[config.mk]
export PLATFORM = sky130hd
export DESIGN_NAME = dwdt_top
export DESIGN_NICKNAME = d
export VERILOG_FILES = /design/src/core/dwdt_pkg.sv /design/src/core/dwdt_counter.sv /design/src/core/dwdt_top.sv
export SDC_FILE = /design/constraint.sdc
export NUM_CORES = 1
export LEC_CHECK = 0
export BUFFER_PORTS_ARGS = -buffer_cell sky130_fd_sc_hd__buf_2
export CORE_MARGIN = 2
export CORE_UTILIZATION = 52
export DETAILED_ROUTE_END_ITERATION = 8
export GPL_TIMING_DRIVEN = 0
export PLACE_DENSITY = 0.74
export SYNTH_ARGS = -nofsm -noshare
export SYNTH_HDL_FRONTEND = slang
export SYNTH_SLANG_ARGS = --single-unit
[constraint.sdc]
create_clock -name clk_sys -period 8 [get_ports clk_sys]
set_clock_uncertainty 0.1 [all_clocks]
set_input_delay 1.6 -clock clk_sys [delete_from_list [all_inputs] [get_ports clk_sys]]
set_output_delay 1.6 -clock clk_sys [all_outputs]
set_load 0.03 [all_outputs]
[src/core/dwdt_pkg.sv]
package dwdt_pkg;
  localparam logic [11:0] ADDR_CTRL_LOW = 12'h000;
  localparam logic [11:0] ADDR_CTRL_HIGH = 12'h004;
  localparam logic [11:0] ADDR_IRQ_STAT = 12'h008;
  localparam logic [11:0] ADDR_IRQ_EN = 12'h00C;
  localparam logic [11:0] ADDR_IRQ_CLR = 12'h010;
  localparam logic [15:0] CLEAR_KEY = 16'h5743;
  localparam int ON_BIT = 15;
  localparam int RUN_DIV_LSB = 8;
  localparam int CLK_SEL_LSB = 6;
  localparam int SLP_DIV_LSB = 1;
  localparam int WIN_BIT = 0;
  localparam logic [1:0] CLK_SEL_SYS = 2'b00;
  localparam logic [1:0] CLK_SEL_FAST = 2'b10;
  localparam logic [1:0] CLK_SEL_LOW_POWER_RC_OSC = 2'b11;
  localparam int EV_RUN_TO = 0;
  localparam int EV_SLP_WAKE = 1;
  localparam int EV_EARLY = 2;
  localparam int EV_N = 3;
  localparam logic [2:0] IRQ_RST = 3'b000;
  localparam logic RESET_SW_ON = 1'b0;
  localparam logic RESET_SW_WIN = 1'b0;
  localparam logic RESET_TO_FLAG = 1'b0;
endpackage

[src/core/dwdt_counter.sv]
`timescale 1ns/10ps
`default_nettype none
// One 32-bit watchdog counter with a power-of-two terminal count.
module dwdt_counter (
  input wire logic clk_sys, // System clock.
  input wire logic srst, // Synchronous reset.
  input wire logic tick, // Counting enable pulse.
  input wire logic restart, // Return to zero.
  input wire logic [4:0] post, // Postscale exponent.
  output logic expire, // Terminal count reached, one pulse.
  output logic win_open // Counter in its last quarter.
);
  logic [31:0] cnt_r;
  logic [31:0] cnt_nxt;
  logic [31:0] last;
  logic [32:0] span;

  always_comb begin
    span = 33'h0_0000_0001 << post;
    last = span[31:0] - 32'h0000_0001;
    win_open = (cnt_r >= (last - (last >> 2)));
    expire = tick && (cnt_r == last) && !restart;
    cnt_nxt = cnt_r;
    if (restart || expire) begin
      cnt_nxt = 32'h0000_0000;
    end else if (tick) begin
      cnt_nxt = cnt_r + 32'h0000_0001;
    end
  end

  always_ff @(posedge clk_sys) begin
    if (srst) begin
      cnt_r <= 32'h0000_0000;
    end else begin
      cnt_r <= cnt_nxt;
    end
  end
endmodule
`default_nettype wire

[src/core/dwdt_top.sv]
// Our own choices: the APB interface to the registers and the placing of the registers.
`timescale 1ns/10ps
`default_nettype none
module dwdt_top (
  input wire logic clk_sys, // 100 MHz system clock.
  input wire logic srst, // Synchronous reset, high.
  input wire logic [11:0] paddr, // APB byte address.
  input wire logic psel, // APB select.
  input wire logic penable, // APB access phase.
  input wire logic pwrite, // APB direction.
  input wire logic [31:0] pwdata, // APB write data.
  input wire logic [3:0] pstrb, // APB byte strobes.
  output logic [31:0] prdata, // APB read data.
  output logic pready, // APB ready.
  output logic pslverr, // APB error on unmapped access.
  input wire logic cfg_enable, // Configuration enable.
  input wire logic cfg_window, // Configuration window mode.
  input wire logic [4:0] cfg_run_postscale, // Configuration run postscaler.
  input wire logic [4:0] cfg_sleep_postscale, // Configuration sleep postscaler.
  input wire logic [1:0] cfg_run_clock_select, // Configuration run clock source.
  input wire logic low_power_rc_osc_tick, // Low-power RC oscillator pulse.
  input wire logic frc_tick, // Fast RC oscillator pulse.
  input wire logic power_save, // Device in Sleep or Idle.
  input wire logic clock_switch, // System clock switch pulse.
  input wire logic reset_control_reg_clear, // Reset controller clears the flag.
  output logic wdt_reset, // Device reset request pulse.
  output logic wake, // Wake-up pulse.
  output logic watchdog_timeout_flag, // Flag in reset control register.
  output logic irq // Interrupt level.
);
  logic sw_on_r, sw_on_nxt;
  logic sw_win_r, sw_win_nxt;
  logic flag_r, flag_nxt;
  logic [dwdt_pkg::EV_N-1:0] stat_r, stat_nxt, en_r, en_nxt, ev;
  logic [31:0] prdata_r, prdata_nxt;
  logic rst_r, rst_nxt, wake_r, wake_nxt;
  logic acc, wr, rd, mapped, key_ok, active, win_mode, run_tick, slp_tick;
  logic run_exp, slp_exp, run_win, restart, early;
  logic [15:0] ctl_low;

  assign acc = psel && penable;
  assign wr = acc && pwrite;
  assign rd = acc && !pwrite;
  assign pready = 1'b1;
  assign mapped = (paddr == dwdt_pkg::ADDR_CTRL_LOW) || (paddr == dwdt_pkg::ADDR_CTRL_HIGH)
               || (paddr == dwdt_pkg::ADDR_IRQ_STAT) || (paddr == dwdt_pkg::ADDR_IRQ_EN)
               || (paddr == dwdt_pkg::ADDR_IRQ_CLR);
  assign pslverr = acc && !mapped;

  assign active = cfg_enable || sw_on_r;
  assign win_mode = cfg_window || sw_win_r;
  // Only a full 16-bit write of the key counts; byte writes are ignored.
  assign key_ok = wr && (paddr == dwdt_pkg::ADDR_CTRL_HIGH) && (pstrb[1:0] == 2'b11)
               && (pwdata[15:0] == dwdt_pkg::CLEAR_KEY);
  assign early = key_ok && active && win_mode && !power_save && !run_win;

  always_comb begin
    // Run source choice; the reserved code never ticks.
    unique case (cfg_run_clock_select)
      dwdt_pkg::CLK_SEL_SYS: run_tick = 1'b1;
      dwdt_pkg::CLK_SEL_FAST: run_tick = frc_tick;
      dwdt_pkg::CLK_SEL_LOW_POWER_RC_OSC: run_tick = low_power_rc_osc_tick;
      default: run_tick = 1'b0;
    endcase
    run_tick = run_tick && active && !power_save;
    slp_tick = low_power_rc_osc_tick && active && power_save;
  end

  assign restart = (key_ok && !early) || clock_switch || !active;

  dwdt_counter u_run (
    .clk_sys(clk_sys),
    .srst(srst),
    .tick(run_tick),
    .restart(restart),
    .post(cfg_run_postscale),
    .expire(run_exp),
    .win_open(run_win)
  );

  dwdt_counter u_slp (
    .clk_sys(clk_sys),
    .srst(srst),
    .tick(slp_tick),
    .restart(restart),
    .post(cfg_sleep_postscale),
    .expire(slp_exp),
    .win_open()
  );

  assign ev[dwdt_pkg::EV_RUN_TO] = run_exp;
  assign ev[dwdt_pkg::EV_SLP_WAKE] = slp_exp;
  assign ev[dwdt_pkg::EV_EARLY] = early;

  assign ctl_low = {active, 2'b00, cfg_run_postscale, cfg_run_clock_select,
                    cfg_sleep_postscale, win_mode};

  always_comb begin
    sw_on_nxt = sw_on_r;
    sw_win_nxt = sw_win_r;
    en_nxt = en_r;
    if (wr && paddr == dwdt_pkg::ADDR_CTRL_LOW && pstrb[1]) begin
      // A software clear cannot stop a configuration-enabled watchdog.
      sw_on_nxt = pwdata[dwdt_pkg::ON_BIT] && !cfg_enable;
    end
    if (wr && paddr == dwdt_pkg::ADDR_CTRL_LOW && pstrb[0]) begin
      sw_win_nxt = pwdata[dwdt_pkg::WIN_BIT];
    end
    if (wr && paddr == dwdt_pkg::ADDR_IRQ_EN && pstrb[0]) begin
      en_nxt = pwdata[dwdt_pkg::EV_N-1:0];
    end
    stat_nxt = stat_r;
    if (wr && paddr == dwdt_pkg::ADDR_IRQ_CLR && pstrb[0]) begin
      stat_nxt = stat_r & ~pwdata[dwdt_pkg::EV_N-1:0];
    end
    stat_nxt = stat_nxt | ev;
    rst_nxt = run_exp || early;
    wake_nxt = slp_exp;
    flag_nxt = (flag_r && !reset_control_reg_clear) || rst_nxt;
    prdata_nxt = 32'h0000_0000;
    if (rd) begin
      unique case (paddr)
        dwdt_pkg::ADDR_CTRL_LOW: prdata_nxt = {16'h0000, ctl_low};
        dwdt_pkg::ADDR_IRQ_STAT: prdata_nxt = {29'h0000_0000, stat_r};
        dwdt_pkg::ADDR_IRQ_EN: prdata_nxt = {29'h0000_0000, en_r};
        default: prdata_nxt = 32'h0000_0000;
      endcase
    end
  end

  always_ff @(posedge clk_sys) begin
    if (srst) begin
      sw_on_r <= dwdt_pkg::RESET_SW_ON;
      sw_win_r <= dwdt_pkg::RESET_SW_WIN;
      en_r <= dwdt_pkg::IRQ_RST;
      stat_r <= dwdt_pkg::IRQ_RST;
      rst_r <= 1'b0;
      wake_r <= 1'b0;
      prdata_r <= 32'h0000_0000;
    end else begin
      sw_on_r <= sw_on_nxt;
      sw_win_r <= sw_win_nxt;
      en_r <= en_nxt;
      stat_r <= stat_nxt;
      rst_r <= rst_nxt;
      wake_r <= wake_nxt;
      prdata_r <= prdata_nxt;
    end
  end

  // The flag must survive the device reset it reports, so srst leaves it alone.
  always_ff @(posedge clk_sys) begin
    flag_r <= flag_nxt;
  end

  // Read data is combinational from the current state since pready is always high.
  assign prdata = rd ? prdata_nxt : prdata_r;
  assign wdt_reset = rst_r;
  assign wake = wake_r;
  assign watchdog_timeout_flag = flag_r;
  assign irq = |(stat_r & en_r);
endmodule
`default_nettype wire
==> run_results.csv <==
group,metric,value,unit
grt,grt_pass1_wl,39.1,mm
layout,num_antenna_cells,0,
die,dieHeight,133,µm
timing,worst_slew_pin_slew,0.759,ns
clocking,clk_path_buf_depth,2,
layout,final_util,59.5,%
die,coreArea,0.0164,mm²
timing,rsz0062_at_grt,"true",
power_and_ir_drop,switching_power,438,µW
logic_synthesis,synth_compound_area_share,20.1,%
timing,finalHoldViolations,0,
critical_path,cpPeakStageDelay,0.48,ns
logic_synthesis,synth-adder-area-share,9.81,%
power_and_ir_drop,swShare,32.9,%
logic_synthesis,syn_area_per_cell,7.36,µm²
logic_synthesis,synth_edf_count,0,
place,place_ws,-0.733,ns
place,dp.cells,1477,
hold_path,hp-start,"watchdog_timeout_flag",
critical_path,cp_slowest_cell,"or4_1",
logic_synthesis,yosysTopAreaCell,"dfxtp_1",
logic_synthesis,syn_area,0.00862,mm²
critical_path,reg2reg_to,"u_run.cnt_r[30]",
logic_synthesis,synth_top_family_by_area,"simple AND/OR/NAND/NOR gates",
logic_synthesis,yosysWarnings,0,
logic_synthesis,synth_ff_type,"dfxtp_1",
routing,wl,24.7,mm
clocking,clockRootBuffer,"clkbuf_16",
routing,via_count,8785,
logic_synthesis,synth.mux.area_fraction,1.45,%
place,port_buffers,67,
die,initial_utilization,52.6,%
timing,fmax,130,MHz
clocking,clock_latency,0.35,ns
timing,min_period_over_period,96.4,%
job,drv_cap,0,
routing,detail_route.first_pass.iterations,6,
routing,ant_nets,0,
layout,layout-drive-gt1-share,13.8,%
logic_synthesis,ys_types,85,
clocking,cts_tree,"yes",
place,gp_congestion,0.973,
critical_path,r2r_slack,4.84,ns
critical_path,cp_max_fo,10,
logic_synthesis,synth.area.top_cells,"dfxtp_1 21%, ha_1 9.6%, xor2_1 7.2%, xnor2_1 5.8%, nor2_1 5.7%",
critical_path,worst_setup_path_end_kind,"flip-flop",
logic_synthesis,yosysSeqAreaShare,20.7,%
layout,final_net_count,1410,
clocking,cts_buffers,9,
power_and_ir_drop,seq_power_share,33.3,%
power_and_ir_drop,pwr-share-clk,36.3,%
power_and_ir_drop,intPower,894,µW
layout,area.growth.synth_to_final,13.2,%
timing,fin_ws,0.287,ns
routing,viasPerCell,5.87,
power_and_ir_drop,combPwrFrac,30.5,%
power_and_ir_drop,powerDensity,136,mW/mm²
critical_path,reg2reg_from,"sw_on_r",
hold_path,hp-class,"reg2reg",
hold_path,whs_endpoint,"watchdog_timeout_flag",
power_and_ir_drop,irDropWorstVdd,0.0000938,V
critical_path,crit_required,8.14,ns
die,io_pins,110,
clocking,clkSlewWorstSetupHoldPaths,0.07,ns
grt,antenna_found_initial,0,
status,status,"complete, no violations",
timing,period_minus_slack,7.71,ns
grt,grt_max_degree,17,
logic_synthesis,syn_inst,1172,
logic_synthesis,synthSimpleGateAreaFrac,27.4,%
clocking,cts_hold_buf,0,
clocking,clock_sinks,89,
hold_path,hold_depth,2,
routing,route.detailed.drc,0,
place,hpwl,19.2,mm
grt,grt_util_all_layers,27.1,%
layout,fill_cells,1588,
timing,setup-violations-final,0,
clocking,cts-htree-levels,3,
critical_path,cp.arrival,7.85,ns
critical_path,reg2reg_depth,9,
logic_synthesis,synthArstFlopShare,0,%
logic_synthesis,synth_top_area_share,20.7,%
logic_synthesis,ys_ff_latch,89,
layout,stdcell_count,1496,
grt,overflow,0,
critical_path,critPathKind,"in2reg",
timing,max-slew-margin-rel,49.2,%
timing,slew_violations,0,
power_and_ir_drop,p_leak,0.00408,µW
logic_synthesis,synth_xor_area_share,13.0,%
die,die_w,133,µm
routing,drt_iter0_drc,743,
critical_path,start_kind,"primary input",
die,dieArea,0.0176,mm²
routing,drt-wirelength-per-cell,16.5,µm
grt,grt_pass1_vias,7849,
die,rows,47,
power by group through the flow:
stage	clock [µW]	combinational [µW]	sequential [µW]
after detailed placement	0	388	454
after global routing	515	449	443
after CTS	495	393	443
final	483	406	443
after floorplan	0	301	453
after global placement	0	383	454
cell usage after synthesis (4+ instances only):
cell type  count
a211o_1        5
a211oi_1       5
a21o_1        27
a21oi_1       59
a22o_1         4
a22oi_1        5
a31oi_1       10
a32oi_1        5
and2_1        11
and3_1        18
and4_1         5
buf_1          4
buf_2         22
buf_4         23
clkbuf_1      28
dfxtp_1       89
ha_1          66
inv_1         51
inv_2          4
mux2i_1        8
nand2_1      120
nand2b_1      12
nand3_1       44
nand4_1       27
nor2_1       131
nor2b_1        8
nor3_1        27
nor3b_1        8
nor4_1        19
o2111ai_1      4
o211ai_1       6
o21a_1         8
o21ai_0       54
o21ai_1        7
o21bai_1       4
o22ai_1       14
o31ai_1        8
o32ai_1        4
or3_1          9
or4_1         11
xnor2_1       57
xor2_1        71
cells in the final DEF, fill, tap and decap left out, drive strengths merged, types with 38 or more instances in the layout:
master / n
clkbuf: 38
xor2: 71
xnor2: 57
o21ai: 61
ha: 66
buf: 122
nand2: 121
inv: 57
nand3: 44
a21oi: 60
dfxtp: 89
nor2: 132
registers in the layout, indices dropped and copies added, names as in the netlist:
signal                 count
prdata_r                  14
sw_win_r                   1
u_slp.cnt_r               32
watchdog_timeout_flag      1
wake                       1
wdt_reset                  1
stat_r                     3
sw_on_r                    1
u_run.cnt_r               32
en_r                       3
repair_timing:
item / 4_1_cts / 5_1_grt
hold endpoints to repair: 0 / 0
setup buffers: 0 / 3
gates resized for setup: 15 / 21
pin swaps: 1 / 5
setup endpoints to repair: 66 / 70
per-stage QoR:
| step | area (µm²) | total power (µW) | setup TNS [ns] | hold slack [ns] |
|---|---|---|---|---|
| finish | 9760 | 1330 | 0 | 0.381 |
| global route | 9760 | 1410 | -0.381 | 0.402 |
| CTS | 9670 | 1330 | 0 | 0.384 |
| detailed placement | 9300 | 841 | -46.23 | 0.368 |
| global placement | 9300 | 837 | -44.59 | 0.358 |
| floorplan | 8690 | 754 | 0 | 0.346 |
worst max-delay path: cells and delay by family:
kind	cells	cell delay, ns
buffers and inverters	7	1.01
AOI/OAI and AO/OA	9	1.72
adders and majority gates	4	1.09
and+or+nand+nor	9	2.18
xor gates and xnor gates	2	0.24
routing by layer:
| metal | GRT usage, % | vias up | wire length, µm |
|---|---|---|---|
| met5 | 0 | - | 0 |
| met4 | 10.9 | 0 | 970 |
| met3 | 4.33 | 66 | 1400 |
| met2 | 45.3 | 315 | 11600 |
| met1 | 34.9 | 4063 | 10700 |
| li1 | - | 4341 | - |
worst max path at each step:
stage,start,end,slack (ns),depth (start not counted)
final,cfg_run_postscale[1],u_slp.cnt_r[29],0.29,31
after global routing,cfg_run_postscale[1],wdt_reset,-0.03,29
after CTS,cfg_run_postscale[1],u_run.cnt_r[23],0.009,31
after detailed placement,cfg_run_postscale[1],u_run.cnt_r[8],-0.73,31
after global placement,cfg_run_postscale[1],u_slp.cnt_r[1],-0.71,31
after floorplan,cfg_run_postscale[3],wdt_reset,0.68,30
cell families (layout without fill, tap and decap cells):
group                    count (synthesis)  count (layout)
AO/OA/AOI/OAI                          263             263
AND/OR/NAND/NOR                        475             475
multiplexers                            12              12
adder cells (fa/ha/maj)                 67              67
XOR/XNOR                               128             128
other                                    2              20
buffers and inverters                  136             222
flip-flops                              89              89
layout make-up:
cell class              count  area [µm²]  area share (%)
multi-input cells         965        6340            64.9
flip-flops and latches     89        1780            18.2
plain buffers              80         459            4.70
repair buffers             70         358            3.66
well taps                 220         275            2.82
clock buffers              10         239            2.45
inverters                  56         213            2.18
clock inverters             6        97.6           0.999
Power figures use the tool's default switching activity.
